==> config.mk <==
export PLATFORM = sky130hd
export DESIGN_NAME = csb_supervisor
export DESIGN_NICKNAME = d
export VERILOG_FILES = /design/src/pkg/csb_pkg.sv /design/src/verilog/csb_supervisor.sv
export SDC_FILE = /design/constraint.sdc
export NUM_CORES = 1
export LEC_CHECK = 0
export BUFFER_PORTS_ARGS = -buffer_cell sky130_fd_sc_hd__buf_2
export CAP_MARGIN = 20
export CORE_MARGIN = 4
export CORE_UTILIZATION = 35
export CTS_BUF_LIST = sky130_fd_sc_hd__clkbuf_2
export DETAILED_ROUTE_END_ITERATION = 10
export PLACE_DENSITY_LB_ADDON = 0.05
export SLEW_MARGIN = 10
export SYNTH_ARGS = -nofsm -noshare
export SYNTH_HDL_FRONTEND = slang
export SYNTH_SLANG_ARGS = --single-unit
==> constraint.sdc <==
create_clock -name i_clk -period 19 [get_ports i_clk]
set_input_delay 3.8 -clock i_clk [delete_from_list [all_inputs] [get_ports i_clk]]
set_output_delay 3.8 -clock i_clk [all_outputs]
set_load 0.01 [all_outputs]
==> src/pkg/csb_pkg.sv <==
// constants shared by the cell balance supervisor
package csb_pkg;
  // register byte offsets
  localparam logic [7:0] CSB_OFF_CTRL = 8'h00;
  localparam logic [7:0] CSB_OFF_SWEN = 8'h04;
  localparam logic [7:0] CSB_OFF_CHEN = 8'h08;
  localparam logic [7:0] CSB_OFF_BIPOLAR = 8'h0c;
  localparam logic [7:0] CSB_OFF_THR = 8'h10;
  localparam logic [7:0] CSB_OFF_STAT = 8'h14;
  localparam logic [7:0] CSB_OFF_ELAPSED = 8'h18;
  localparam logic [7:0] CSB_OFF_EXPIRY = 8'h1c;
  localparam logic [7:0] CSB_OFF_SCAN = 8'h20;
  localparam logic [7:0] CSB_OFF_ALERT = 8'h24;
  // control, threshold and alert register field positions
  localparam int CSB_CTL_MODE_LSB = 0;
  localparam int CSB_CTL_MEAS_LSB = 4;
  localparam int CSB_CTL_DUTY_LSB = 8;
  localparam int CSB_CTL_NTFY_LSB = 12;
  localparam int CSB_CTL_SEED_BIT = 14;
  localparam int CSB_CTL_CALEN_BIT = 15;
  localparam int CSB_CTL_CALDLY_LSB = 16;
  localparam int CSB_CTL_MINSEL_BIT = 19;
  localparam int CSB_CTL_HOLD_BIT = 20;
  localparam int CSB_THR_MINSEL_BIT = 15;
  localparam int CSB_ALR_NTFY_BIT = 0;
  localparam int CSB_ALR_RJCT_BIT = 1;
  // balance modes
  localparam logic [2:0] CSB_MODE_OFF = 3'h0;
  localparam logic [2:0] CSB_MODE_DISCH = 3'h1;
  // embedded measurement select codes
  localparam logic [1:0] CSB_MEAS_FLOOR = 2'h3;
  // filter coefficient codes
  localparam logic [2:0] CSB_IIR_BYPASS = 3'h7;
  localparam logic [2:0] CSB_IIR_DEBOUNCE = 3'h0;
  // forced scan settings during balancing
  localparam logic [2:0] CSB_OVS_16X = 3'h4;
  localparam logic [1:0] CSB_SCAN_PYRAMID = 2'h1;
  // coefficient sources
  localparam logic [1:0] CSB_COEF_FACTORY = 2'h0;
  localparam logic [1:0] CSB_COEF_PRE = 2'h1;
  localparam logic [1:0] CSB_COEF_PERIODIC = 2'h2;
  // timing: one slot is a sixteenth of the 30 s period
  localparam longint CSB_CLK_KHZ = 200000;
  localparam longint CSB_SLOT_TIME_MS = 1875;
  localparam int CSB_SLOT_CYCLES = int'(CSB_CLK_KHZ * CSB_SLOT_TIME_MS);
  localparam longint CSB_GAP_TIME_NS = 1000;
  localparam int CSB_GAP_CYCLES = int'((CSB_GAP_TIME_NS * CSB_CLK_KHZ + 999999) / 1000000);
  localparam logic [3:0] CSB_SLOTS_LAST = 4'hf;
  localparam logic [15:0] CSB_SLOTS_PER_HOUR = 16'd1920;
  localparam logic [4:0] CSB_SEED_SETTLE = 5'd16;
  localparam logic [5:0] CSB_WALL_CYCLE_SLOTS = 6'd32;
endpackage

==> src/verilog/csb_supervisor.sv <==
// cell balance supervisor with avalon-mm register slave
`timescale 1ns/1ps
// Summary of operation
// - in discharge mode the elapsed counter grows by the active duty share only.
// - duty code sets on-time per 30 s; 0x0 is 1.875 s, 0xF full less gap.
// - duty code 1 adds 3.750 s to elapsed count per even/odd/measure cycle.
// - progress alert every 1, 2, 4 or 8 wall-clock hours in automatic and discharge modes.
// - progress alerts continue during the shutdown-hold extension after completion.
// - a cell reaching the floor turns its switch off until balancing restarts.
// - floor checks need switch and channel enabled, unipolar; a switch-enabled cell lacking these ends flagged.
// - floor flag n marks cell n ended; cleared only by a mode write.
// - measure select 0b11 balances to the floor in auto modes; expiry timer stays a backstop.
// - once all enabled cells hit the floor, switches off, elapsed counter runs on.
// - floor threshold is 14 bits at 305 uV per count.
// - threshold write loads data, or the lowest-reading cell result when selected.
// - threshold read returns threshold in force and the lowest-reading flag.
// - select 0b0x no measurements, 0b1x measure, 0b11 also floor checks in auto.
// - measure select acts only in discharge and automated modes.
// - balancing forces 16x pyramid scans; scan writes rejected with an alert.
// - each measurement is filtered; bypass coefficient becomes 1/8 while balancing.
// - seeding clear keeps the filter accumulators on entry.
// - seeding set loads filters from first measurement, checks begin at the 17th.
// - nonzero calibration interleave replaces measurements with calibrations periodically.
// - coefficient source follows apply-calibration and interleave setting.
// - a gap separates turning one switch group off and the other on.
module csb_supervisor
  import csb_pkg::*;
#(
  parameter int NCELL = 14,
  parameter int SLOT_CYCLES = CSB_SLOT_CYCLES,
  parameter int GAP_CYCLES = CSB_GAP_CYCLES
) (
  input wire logic i_clk,
  input wire logic i_resetn,
  input wire logic [7:0] i_address,
  input wire logic i_read,
  input wire logic i_write,
  input wire logic [31:0] i_writedata,
  output logic [31:0] o_readdata,
  output logic o_waitrequest,
  input wire logic [3:0] i_lowest_index,
  input wire logic i_result_valid,
  input wire logic [3:0] i_result_cell,
  input wire logic [13:0] i_result_value,
  input wire logic i_seq_done,
  output logic [NCELL-1:0] o_switch_on,
  output logic o_meas_req,
  output logic o_cal_req,
  output logic [2:0] o_oversample,
  output logic [1:0] o_scan_order,
  output logic [1:0] o_coef_source,
  output logic o_active
);
  typedef enum {ST_IDLE, ST_RUN, ST_GAP, ST_MEAS, ST_DONE} csb_state_t;
  typedef struct packed {
    csb_state_t st;
    logic [31:0] ctrl;
    logic [NCELL-1:0] swen;
    logic [NCELL-1:0] chen;
    logic [NCELL-1:0] bipolar;
    logic [13:0] thr;
    logic [NCELL-1:0] floor_flags;
    logic [19:0] elapsed;
    logic [19:0] expiry;
    logic [4:0] scan;
    logic ntfy_alert;
    logic rjct_alert;
    logic [NCELL-1:0][13:0] acc;
    logic [NCELL-1:0] seeded;
    logic [4:0] seq_cnt;
    logic [31:0] cyc;
    logic [3:0] slot;
    logic odd;
    logic [31:0] wall_cyc;
    logic [15:0] wall_slots;
    logic [5:0] cal_cnt;
    logic [NCELL-1:0] sw;
    logic meas_req;
    logic cal_req;
    logic [31:0] rdata;
    logic waitreq;
    logic [2:0] ovs;
    logic [1:0] order;
    logic [1:0] coef;
    logic active;
  } csb_reg_t;

  csb_reg_t r_q;
  csb_reg_t r_d;

  // calibration spacing in measurement cycles per interleave code
  function automatic logic [5:0] cal_period(input logic [2:0] sel);
    unique case (sel)
      3'h1: cal_period = 6'd2;
      3'h2: cal_period = 6'd4;
      3'h3: cal_period = 6'd8;
      3'h4: cal_period = 6'd12;
      3'h5: cal_period = 6'd16;
      3'h6: cal_period = 6'd24;
      3'h7: cal_period = 6'd32;
      default: cal_period = 6'd0;
    endcase
  endfunction

  // one iir step: y += (x - y) * (k + 1) / 8
  function automatic logic [13:0] iir_step(input logic [13:0] y, input logic [13:0] x,
                                           input logic [2:0] k);
    logic signed [15:0] diff;
    logic signed [20:0] prod;
    logic signed [20:0] sum;
    diff = signed'({2'h0, x}) - signed'({2'h0, y});
    prod = diff * signed'({2'h0, k} + 5'sd1);
    sum = signed'({7'h0, y}) + (prod >>> 3);
    iir_step = sum[13:0];
  endfunction

  logic [2:0] mode;
  logic [1:0] msel;
  logic [3:0] duty;
  logic [1:0] ntfy_sel;
  logic [2:0] caldly;
  logic disch;
  logic automode;
  logic running;
  logic [NCELL-1:0] even_mask;
  logic [NCELL-1:0] floor_ok;

  // --------------------------------------------------------------
  // control field decode
  // --------------------------------------------------------------
  assign mode = r_q.ctrl[CSB_CTL_MODE_LSB +: 3];
  assign msel = r_q.ctrl[CSB_CTL_MEAS_LSB +: 2];
  assign duty = r_q.ctrl[CSB_CTL_DUTY_LSB +: 4];
  assign ntfy_sel = r_q.ctrl[CSB_CTL_NTFY_LSB +: 2];
  assign caldly = r_q.ctrl[CSB_CTL_CALDLY_LSB +: 3];
  assign disch = (mode == CSB_MODE_DISCH);
  assign automode = mode[2];
  assign running = (r_q.st == ST_RUN) || (r_q.st == ST_GAP) || (r_q.st == ST_MEAS);
  // cells that may be floor checked
  // supported cells
  assign floor_ok = r_q.swen & r_q.chen & ~r_q.bipolar;

  genvar gi;
  generate
    for (gi = 0; gi < NCELL; gi++) begin : g_even
      assign even_mask[gi] = ((gi % 2) == 0);
    end
  endgenerate

  // --------------------------------------------------------------
  // next state
  // --------------------------------------------------------------
  always_comb begin
    logic req;
    logic wr;
    logic launch;
    logic slot_end;
    logic duty_on;
    logic [2:0] k;
    logic [4:0] seq_next;
    logic [13:0] filt;
    logic wall_hit;
    req = 1'b0;
    wr = 1'b0;
    launch = 1'b0;
    slot_end = 1'b0;
    duty_on = 1'b0;
    k = 3'h0;
    seq_next = 5'h0;
    filt = 14'h0;
    wall_hit = 1'b0;
    r_d = r_q;
    r_d.meas_req = 1'b0;
    r_d.cal_req = 1'b0;

    // avalon slave: one wait cycle, then answer
    req = i_read | i_write;
    r_d.waitreq = ~(req & r_q.waitreq);
    wr = i_write & ~r_q.waitreq;
    if (req & r_q.waitreq) begin
      unique case (i_address)
        CSB_OFF_CTRL: r_d.rdata = r_q.ctrl;
        CSB_OFF_SWEN: r_d.rdata = 32'(r_q.swen);
        CSB_OFF_CHEN: r_d.rdata = 32'(r_q.chen);
        CSB_OFF_BIPOLAR: r_d.rdata = 32'(r_q.bipolar);
        CSB_OFF_THR: r_d.rdata = 32'({r_q.ctrl[CSB_CTL_MINSEL_BIT], 1'b0, r_q.thr});
        CSB_OFF_STAT: r_d.rdata = 32'(r_q.floor_flags);
        CSB_OFF_ELAPSED: r_d.rdata = 32'(r_q.elapsed);
        CSB_OFF_EXPIRY: r_d.rdata = 32'(r_q.expiry);
        CSB_OFF_SCAN: r_d.rdata = 32'(r_q.scan);
        CSB_OFF_ALERT: r_d.rdata = 32'({r_q.rjct_alert, r_q.ntfy_alert});
        default: r_d.rdata = 32'h0;
      endcase
    end

    // register writes
    if (wr) begin
      unique case (i_address)
        CSB_OFF_CTRL: begin
          r_d.ctrl = i_writedata & 32'h001f_ff37;
          launch = 1'b1;
        end
        CSB_OFF_SWEN: r_d.swen = i_writedata[NCELL-1:0];
        CSB_OFF_CHEN: r_d.chen = i_writedata[NCELL-1:0];
        CSB_OFF_BIPOLAR: r_d.bipolar = i_writedata[NCELL-1:0];
        CSB_OFF_THR: r_d.thr = r_q.ctrl[CSB_CTL_MINSEL_BIT] ?
                               r_q.acc[i_lowest_index] : i_writedata[13:0];
        CSB_OFF_EXPIRY: r_d.expiry = i_writedata[19:0];
        CSB_OFF_SCAN: begin
          if (running) begin
            r_d.rjct_alert = 1'b1;
          end else begin
            r_d.scan = i_writedata[4:0];
          end
        end
        CSB_OFF_ALERT: begin
          if (i_writedata[CSB_ALR_NTFY_BIT]) begin
            r_d.ntfy_alert = 1'b0;
          end
          if (i_writedata[CSB_ALR_RJCT_BIT] & ~running) begin
            r_d.rjct_alert = 1'b0;
          end
        end
        default: ;
      endcase
    end

    // balancing sequencer
    slot_end = (r_q.cyc == 32'(SLOT_CYCLES - 1));
    unique case (r_q.st)
      ST_IDLE: ;
      ST_GAP: begin
        r_d.sw = '0;
        // gap before the other group turns on
        if (r_q.cyc == 32'(GAP_CYCLES - 1)) begin
          r_d.cyc = 32'h0;
          r_d.st = ST_RUN;
        end else begin
          r_d.cyc = r_q.cyc + 32'h1;
        end
      end
      ST_RUN: begin
        // on for the first duty+1 slots; sixteenths
        duty_on = disch ? (r_q.slot <= duty) : 1'b1;
        // floored cells stay off; all off once all floored
        r_d.sw = (r_q.odd ? ~even_mask : even_mask) & r_q.swen & ~r_q.floor_flags
                 & {NCELL{duty_on}};
        r_d.cyc = slot_end ? 32'h0 : r_q.cyc + 32'h1;
        if (slot_end) begin
          r_d.slot = r_q.slot + 4'h1;
        end
        if (slot_end && (r_q.slot == CSB_SLOTS_LAST)) begin
          r_d.sw = '0;
          r_d.odd = ~r_q.odd;
          if (!r_q.odd) begin
            r_d.st = ST_GAP;
          end else begin
            // discharge mode counts duty share; duty 1 adds two slots
            r_d.elapsed = r_q.elapsed + (disch ? 20'(duty) + 20'h1 :
                                                 20'(CSB_WALL_CYCLE_SLOTS));
            // measurements only when select is 0b1x; these modes only
            if (msel[1] && (disch || automode)) begin
              r_d.st = ST_MEAS;
              if ((caldly != 3'h0) && (r_q.cal_cnt == 6'h0)) begin
                r_d.cal_req = 1'b1;
              end else begin
                r_d.meas_req = 1'b1;
              end
              if (caldly != 3'h0) begin
                r_d.cal_cnt = (r_q.cal_cnt == cal_period(caldly) - 6'h1) ?
                              6'h0 : r_q.cal_cnt + 6'h1;
              end
            end else begin
              r_d.st = ST_GAP;
            end
            // expiry stays a backstop to the floor
            if (r_d.elapsed >= r_q.expiry) begin
              r_d.st = ST_DONE;
            end
          end
        end
      end
      ST_MEAS: begin
        r_d.sw = '0;
        r_d.cyc = 32'h0;
        if (i_seq_done) begin
          r_d.st = ST_GAP;
          seq_next = (r_q.seq_cnt == CSB_SEED_SETTLE) ? r_q.seq_cnt : r_q.seq_cnt + 5'h1;
          r_d.seq_cnt = seq_next;
        end
      end
      ST_DONE: r_d.sw = '0;
      default: r_d.st = ST_IDLE;
    endcase

    // per-cell filter, bypass becomes 1/8 debounce
    k = (r_q.ctrl[CSB_CTL_DUTY_LSB+4 +: 3] == CSB_IIR_BYPASS) ? CSB_IIR_DEBOUNCE :
        r_q.ctrl[CSB_CTL_DUTY_LSB+4 +: 3];
    if (i_result_valid && running && (32'(i_result_cell) < NCELL)) begin
      filt = iir_step(r_q.acc[i_result_cell], i_result_value, k);
      if (r_q.ctrl[CSB_CTL_SEED_BIT] && !r_q.seeded[i_result_cell]) begin
        filt = i_result_value;
      end
      r_d.acc[i_result_cell] = filt;
      r_d.seeded[i_result_cell] = 1'b1;
      // compare 14-bit counts; auto modes with select 0b11 only
      // with seeding set, checks start at the 17th measurement
      if (automode && (msel == CSB_MEAS_FLOOR) && floor_ok[i_result_cell] &&
          (!r_q.ctrl[CSB_CTL_SEED_BIT] || (r_q.seq_cnt == CSB_SEED_SETTLE)) &&
          (filt <= r_q.thr)) begin
        r_d.floor_flags[i_result_cell] = 1'b1;
        r_d.sw[i_result_cell] = 1'b0;
      end
    end

    // wall-clock progress alert; also during the hold extension
    if ((running || (r_q.st == ST_DONE && r_q.ctrl[CSB_CTL_HOLD_BIT])) &&
        (disch || automode)) begin
      if (r_q.wall_cyc == 32'(SLOT_CYCLES - 1)) begin
        r_d.wall_cyc = 32'h0;
        wall_hit = (r_q.wall_slots == (CSB_SLOTS_PER_HOUR << ntfy_sel) - 16'h1);
        r_d.wall_slots = wall_hit ? 16'h0 : r_q.wall_slots + 16'h1;
        if (wall_hit) begin
          r_d.ntfy_alert = 1'b1;
        end
      end else begin
        r_d.wall_cyc = r_q.wall_cyc + 32'h1;
      end
    end

    // a mode write starts or aborts an operation
    if (launch) begin
      r_d.floor_flags = '0;
      r_d.elapsed = 20'h0;
      r_d.cyc = 32'h0;
      r_d.slot = 4'h0;
      r_d.odd = 1'b0;
      r_d.wall_cyc = 32'h0;
      r_d.wall_slots = 16'h0;
      r_d.cal_cnt = 6'h0;
      r_d.seq_cnt = 5'h0;
      r_d.sw = '0;
      r_d.seeded = '0;
      r_d.st = ST_IDLE;
      if (i_writedata[CSB_CTL_MODE_LSB +: 3] != CSB_MODE_OFF) begin
        r_d.st = (r_q.expiry == 20'h0) ? ST_DONE : ST_RUN;
        // switch-enabled unsupported cells end at once flagged when floor checking
        if (i_writedata[CSB_CTL_MODE_LSB+2] &&
            (i_writedata[CSB_CTL_MEAS_LSB +: 2] == CSB_MEAS_FLOOR)) begin
          r_d.floor_flags = r_q.swen & ~floor_ok;
        end
      end
    end
    // forced scan settings while balancing; coefficient source
    r_d.active = (r_d.st != ST_IDLE) && (r_d.st != ST_DONE);
    r_d.ovs = r_d.active ? CSB_OVS_16X : r_d.scan[2:0];
    r_d.order = r_d.active ? CSB_SCAN_PYRAMID : r_d.scan[4:3];
    r_d.coef = !r_d.ctrl[CSB_CTL_CALEN_BIT] ? CSB_COEF_FACTORY :
               (r_d.ctrl[CSB_CTL_CALDLY_LSB +: 3] != 3'h0) ? CSB_COEF_PERIODIC : CSB_COEF_PRE;
  end

  // --------------------------------------------------------------
  // state register
  // --------------------------------------------------------------
  always_ff @(posedge i_clk or negedge i_resetn) begin
    if (!i_resetn) begin
      r_q <= '0;
      r_q.st <= ST_IDLE;
      r_q.waitreq <= 1'b1;
    end else begin
      r_q <= r_d;
    end
  end

  assign o_readdata = r_q.rdata;
  assign o_waitrequest = r_q.waitreq;
  assign o_switch_on = r_q.sw;
  assign o_meas_req = r_q.meas_req;
  assign o_cal_req = r_q.cal_req;
  assign o_oversample = r_q.ovs;
  assign o_scan_order = r_q.order;
  assign o_coef_source = r_q.coef;
  assign o_active = r_q.active;
endmodule // csb_supervisor
==> results.py, run 1 <==
metrics = {
    "die": {
        "io_pins": 125,
        "row_count": 109,
        "start_util_pct": 35.5,
        "core_region_area_um2": 88900,
        "fp.dieH_um": 308,
        "die_area_um2": 95000,
        "die_x_um": 308,
    },
    "clocking": {
        "cts_max_level": 4,
        "ctsLongestPathBuffers": 3,
        "cts_sinks": 519,
        "post_cts_buffers": 0,
        "cts.repair.resized": 0,
        "cts_buffers": 151,
        "ctsHoldBuffers": 0,
        "cts_tree": "done",
        "cts-root-buf": "clkbuf_2",
        "insertion_delay_ns": 1.41,
        "clk_pin_slew_ns": 0.09,
    },
    "timing": {
        "min_period_ns": 14.18,
        "hold_viol_final": 0,
        "setup_viol": 0,
        "holdWs_ns": 0.479,
        "tightest_slew_ns": 1.14,
        "slew_violations": 0,
        "clock_skew_ns": 0.146,
        "max_clock_freq_mhz": 70.5,
        "rsz0062_at_grt": "false",
        "slew_headroom_pct": 23.6,
        "fin_tns_setup_ns": 0,
        "fin_crit_sh_pct": 74.6,
    },
    "worst_setup_path": {
        "end_kind": "flip-flop",
        "start_kind": "input pin",
        "critical-path-max-stage-delay_ns": 0.80,
        "critPathRequiredTime_ns": 20.23,
        "slowest_stage": "a21oi_1",
        "arrival_ns": 15.41,
        "critPathKind": "in2reg",
        "r2r_cells": 38,
        "crit_fanout": 34,
        "crit_path_frequent_cell": "ha_1",
    },
    "power_and_ir_drop": {
        "power_density_nw_per_um2": 76.1,
        "leakage_nw": 15.4,
        "peakVddDrop_mv": 0.0496,
    },
    "yosys": {
        "synth_area_per_cell_um2": 9.39,
        "synth_edf_count": 0,
        "synth.cell_area_um2": 31600,
        "yosys_register_bits": 519,
        "synth-seq-area-share_pct": 41.2,
        "synth_warnings": 0,
        "yosysUniqueCellTypes": 89,
        "async_flop_share_pct": 100,
        "synth_cells": 3361,
        "synth_ff_type": "dfrtp_1",
    },
    "layout": {
        "drive_gt1_share_pct": 16.1,
        "nets": 3686,
        "fillCellCount": 9031,
        "area_growth_pct": 9.08,
    },
    "drt": {
        "vias_per_cell": 5.53,
        "first_pass_iters": 8,
        "wl_per_cell_um": 23.0,
        "via_count": 26200,
        "drt_wl_total_um": 109000,
        "drcViolationCount": 0,
        "ant_nets": 0,
        "drtIter0Drc": 2314,
    },
    "grt": {
        "grt_max_degree": 92,
        "antenna_found_initial": 6,
        "overflow": 0,
        "grt_use_total_pct": 23.0,
        "grt_pass1_wl_um": 166000,
        "grt_pass1_vias": 26600,
    },
    "placed_design": {
        "portBuffers": 102,
        "dp_hpwl_um": 76600,
        "gp_congestion": 0.857,
    },
    "flow_run": {
        "drv_cap": 0,
    },
    "outcome": {
        "outcome": "finished clean",
    },
    "min_path": {
        "hold_depth": 1,
        "hold_class": "reg2reg",
    },
}
==> cells in the mapped netlist (9+ instances only) <==
cell	n	area, um2
inv_1	185	694
buf_1	15	56.3
a22o_1	10	87.6
nor4_1	43	269
nand2_1	482	1810
xor2_1	55	482
nand3b_1	10	75.1
nand3_1	73	365
and3_1	46	288
nand2b_1	29	181
a222oi_1	21	210
ha_1	113	1410
a31oi_1	21	131
a21o_1	33	248
o22ai_1	20	125
o21a_1	25	188
and4_1	11	96.3
xnor2_1	65	569
mux2i_1	74	741
buf_4	59	443
nand4_1	40	250
o31ai_1	35	263
o21ai_0	314	1570
nor3_1	75	375
buf_2	30	150
o21ai_1	20	100
o221ai_1	14	123
mux4_2	87	1960
a211oi_1	9	67.6
fa_1	29	581
a22oi_1	42	315
a21oi_1	106	531
nor2b_1	40	250
mux2_2	60	676
nor2_1	235	882
o31a_1	14	123
and2_1	13	81.3
dfrtp_1	518	13000
clkbuf_1	145	544
or3_1	20	125
==> worst max-delay path: cells and delay by family <==
kind	cells	cell delay (ns)
xor gates and xnor gates	5	0.76
buffers and inverters	5	1.55
and+or+nand+nor	8	1.69
AOI/OAI and AO/OA	14	4.14
adders and majority gates	7	2.82
muxes	1	0.59
==> report_power, final <==
part | switching, mW | internal (mW) | leakage [nW]
Clock | 0.511 | 0.386 | 1.02
Sequential | 0.0208 | 1.12 | 6.86
Combinational | 0.366 | 0.217 | 7.50
Total | 0.897 | 1.72 | 15.4
==> metal layers <==
metal	share of wire [%]	GRT usage, %	wire length (um)
met4	2.5	6.83	2720
met1	47	32.4	50900
met5	0.011	0	12
met2	45	35.9	48700
met3	6.0	4.49	6480
==> placed cells by master (no fill, tap or decap), types with 13 or more instances in the layout <==
master / count
a21o_1: 33
a21oi_1: 106
a222oi_1: 21
a22oi_1: 42
a31oi_1: 21
and2_1: 13
and3_1: 45
buf_2: 99
buf_4: 60
clkbuf_2: 209
clkinv_1: 16
conb_1: 53
dfrtp_1: 518
fa_1: 29
ha_1: 113
inv_1: 185
mux2_2: 60
mux2i_1: 74
mux4_2: 87
nand2_1: 479
nand2b_1: 29
nand3_1: 72
nand4_1: 40
nor2_1: 234
nor2b_1: 40
nor3_1: 73
nor4_1: 43
o21a_1: 25
o21ai_0: 311
o21ai_1: 22
o221ai_1: 14
o22ai_1: 20
o31a_1: 14
o31ai_1: 35
or3_1: 20
xnor2_1: 65
xor2_1: 55
==> final timing paths <==
path | start | to | slack [ns]
setup reg to reg | r_q[279] | r_q[421] | 8.11
max in group asynchronous | i_resetn | r_q[248] | 13.63
hold reg to reg | o_readdata[6] | o_readdata[6] | 0.48
hold / removal | o_readdata[6] | o_readdata[6] | 0.48
min in group asynchronous | i_resetn | r_q[401] | 2.44
setup / recovery | i_result_cell[0] | r_q[421] | 4.82
==> logic make-up (layout without fill, tap and decap cells) <==
| logic type | count (synthesis) | after routing | share of synthesized area (%) |
|---|---|---|---|
| flip-flops | 519 | 519 | 41.2 |
| adder cells (fa/ha/maj) | 142 | 142 | 6.32 |
| AND/OR/NAND/NOR | 1164 | 1164 | 17.3 |
| buffers and inverters | 437 | 587 | 6.09 |
| other | 1 | 63 | 0.0119 |
| multiplexers | 221 | 221 | 10.7 |
| AO/OA/AOI/OAI | 755 | 755 | 15.0 |
| XOR/XNOR | 122 | 122 | 3.43 |
==> layout make-up <==
cell class | count | area (um2) | area share [%]
timing repair buffer | 162 | 1000 | 2.92
sequential | 519 | 13000 | 37.7
multi-input combinational | 2457 | 16900 | 49.1
clock inverter | 31 | 315 | 0.916
tap | 1165 | 1460 | 4.23
antenna | 10 | 25.0 | 0.0727
inverter | 185 | 694 | 2.02
clock buffer | 209 | 1050 | 3.04
==> stage by stage <==
step | setup WS, ns | area [um2] | power [mW] | util, % | std cells
after floorplan | 5.82 | 31800 | 1.55 | - | 3413
after detailed placement | 3.49 | 33000 | 1.74 | 37.1 | 4487
after global routing | 4.06 | 34400 | 2.78 | 38.7 | 4734
after CTS | 4.97 | 34400 | 2.66 | 38.6 | 4727
final | 4.82 | 34400 | 2.62 | 38.7 | 4738
after global placement | 3.58 | 33000 | 1.73 | 37.1 | 4485
==> flip-flops by register name, summed over array words and instances (netlist names) <==
name and cells:
r_q 459, o_readdata 21, o_switch_on 14, duty 4
caldly 3, o_oversample 3, mode 2, msel 2
ntfy_sel 2, o_coef_source 2, o_scan_order 2, automode 1
o_active 1, o_cal_req 1, o_meas_req 1, o_waitrequest 1
(Power assumes the default switching activity.)
==> inputs of run 2 (changes only) <==
clock period = 13.45 ns   (was 19 ns; I/O delays follow)
==> run 2 against run 1 <==
Against the previous run:
- design area rose by 0.47%
- sequential power rose by 41%
- non-clock buffer count rose by 8
- power rose by 42%
- global-route usage fell by 0.20 points
- setup slack got worse by 3.2 ns
- critical endpoint unchanged
- largest cell class unchanged
==> results.py, run 2 (synthesized netlist as in run 1, its figures left out) <==
metrics = {
    "outcome": {
        "outcome": "finished clean",
    },
    "power_and_ir_drop": {
        "leakage_nw": 15.5,
        "power_density_nw_per_um2": 107,
        "peakVddDrop_mv": 0.0655,
    },
    "drt": {
        "drcViolationCount": 0,
        "wl_per_cell_um": 22.6,
        "ant_nets": 0,
        "drt_wl_total_um": 108000,
        "first_pass_iters": 6,
        "via_count": 26500,
        "vias_per_cell": 5.56,
        "drtIter0Drc": 2276,
    },
    "grt": {
        "grt_pass1_vias": 26600,
        "overflow": 0,
        "antenna_found_initial": 11,
        "grt_max_degree": 154,
        "grt_use_total_pct": 22.8,
        "grt_pass1_wl_um": 164000,
    },
    "worst_setup_path": {
        "arrival_ns": 13.14,
        "r2r-start": "r_q[321]",
        "critPathRequiredTime_ns": 14.71,
        "slowest_stage": "nor2_1",
        "crit_fanout": 22,
        "critical-path-max-stage-delay_ns": 0.61,
        "critPathKind": "in2reg",
        "r2r_cells": 38,
        "rrSetupSlack_ns": 3.11,
        "r2r_end": "r_q[421]",
        "crit_path_frequent_cell": "ha_1",
        "start_kind": "input pin",
        "end_kind": "flip-flop",
    },
    "timing": {
        "slew_violations": 0,
        "min_period_ns": 11.88,
        "max_clock_freq_mhz": 84.2,
        "tightest_slew_ns": 1.15,
        "rsz0062_at_grt": "false",
        "hold_viol_final": 0,
        "fin_tns_setup_ns": 0,
        "fin_crit_sh_pct": 88.3,
        "setup_viol": 0,
        "slew_headroom_pct": 22.8,
        "clock_skew_ns": 0.0857,
    },
    "clocking": {
        "cts.repair.resized": 0,
        "cts-root-buf": "clkbuf_2",
        "ctsLongestPathBuffers": 3,
        "insertion_delay_ns": 1.35,
        "cts_tree": "done",
        "cts_sinks": 519,
        "cts_max_level": 4,
        "clk_pin_slew_ns": 0.09,
        "ctsHoldBuffers": 0,
        "post_cts_buffers": 0,
        "cts_buffers": 155,
    },
    "layout": {
        "largest_reg_flops": 459,
        "area_growth_pct": 9.59,
        "nets": 3698,
        "stdcell_count": 4767,
        "drive_gt1_share_pct": 16.5,
        "post-route-util_pct": 38.9,
        "layout_commonest_cell": "dfrtp_1",
        "fin_area_um2": 34600,
        "largest-register": "r_q",
        "mostFrequentLayoutCells": "dfrtp_1 (518), nand2_1 (479), o21ai_0 (311), nor2_1 (235), clkbuf_2 (219)",
        "fillCellCount": 9000,
    },
    "placed_design": {
        "portBuffers": 102,
        "dp.cells": 4492,
        "gp_congestion": 0.864,
        "dp_hpwl_um": 76800,
        "place_area_um2": 33100,
    },
    "die": {
        "start_util_pct": 35.5,
        "core_region_area_um2": 88900,
        "fp.dieH_um": 308,
        "row_count": 109,
        "die_area_um2": 95000,
        "die_x_um": 308,
        "io_pins": 125,
    },
    "min_path": {
        "hold_class": "reg2reg",
        "hold_depth": 2,
        "min_from": "o_readdata[1]",
        "holdPathEnd": "o_readdata[1]",
    },
    "flow_run": {
        "drv_cap": 0,
    },
}
==> run 2: cell count changes in the layout (fill, tap and decap cells not counted), moves of 2 or more <==
cell	change
buf_4	+5
clkinv_2	+2
clkinv_1	+11
diode_2	-5
clkinvlp_4	+3
buf_12	+2
bufinv_16	-3
inv_6	+4
clkbuf_2	+10
clkinv_4	+2
inv_2	-3
==> run 2: routing by layer <==
metal  wire length [um]  track usage (%)  up-vias
met5                 42                0        -
met4               2710             8.27        8
met3               6980             5.27      180
met2              49000             35.2      821
met1              49000             31.4    13300
li1                   -                -    12200
==> run 2: how the worst max path moves through the flow <==
stage | startpoint | to | cells after the start
after floorplan | i_result_cell[0] | r_q[410] | 44
after global placement | i_result_cell[0] | r_q[420] | 38
after detailed placement | i_result_cell[0] | r_q[421] | 38
after CTS | i_result_cell[0] | r_q[421] | 39
after global routing | i_result_cell[0] | o_switch_on[9] | 39
final | i_result_cell[0] | r_q[421] | 39
==> run 2: worst max-delay path: cells and delay by family <==
| kind | cells | cell delay, ns |
|---|---|---|
| AO/OA/AOI/OAI | 16 | 3.95 |
| adder cells (fa/ha/maj) | 7 | 2.79 |
| AND/OR/NAND/NOR | 7 | 1.72 |
| XOR/XNOR | 5 | 0.81 |
| multiplexers | 1 | 0.59 |
| buffers and inverters | 3 | 0.54 |
==> run 2: where the power goes <==
part	total [mW]	internal (mW)	switching, mW
registers	1.61	1.58	0.0296
logic	0.825	0.307	0.518
clock network	1.27	0.522	0.752
==> run 2: cell type report <==
| cell class | instances | area, um2 | share of cell area (%) |
|---|---|---|---|
| multi-input combinational | 2457 | 16900 | 48.8 |
| sequential | 519 | 13000 | 37.6 |
| tap | 1165 | 1460 | 4.22 |
| timing repair buffer | 170 | 1100 | 3.19 |
| clock buffer | 219 | 1100 | 3.17 |
| inverter | 185 | 694 | 2.01 |
| clock inverter | 47 | 340 | 0.984 |
| antenna | 5 | 12.5 | 0.0362 |
==> run 2: per-stage QoR <==
step / hold WS, ns / power (mW) / worst slack (ns)
final: 0.485 / 3.71 / 1.57
after global routing: 0.512 / 3.95 / 1.20
after CTS: 0.494 / 3.77 / 1.93
after detailed placement: 0.470 / 2.46 / 0.396
after global placement: 0.461 / 2.44 / 0.405
after floorplan: 0.437 / 2.19 / 1.38
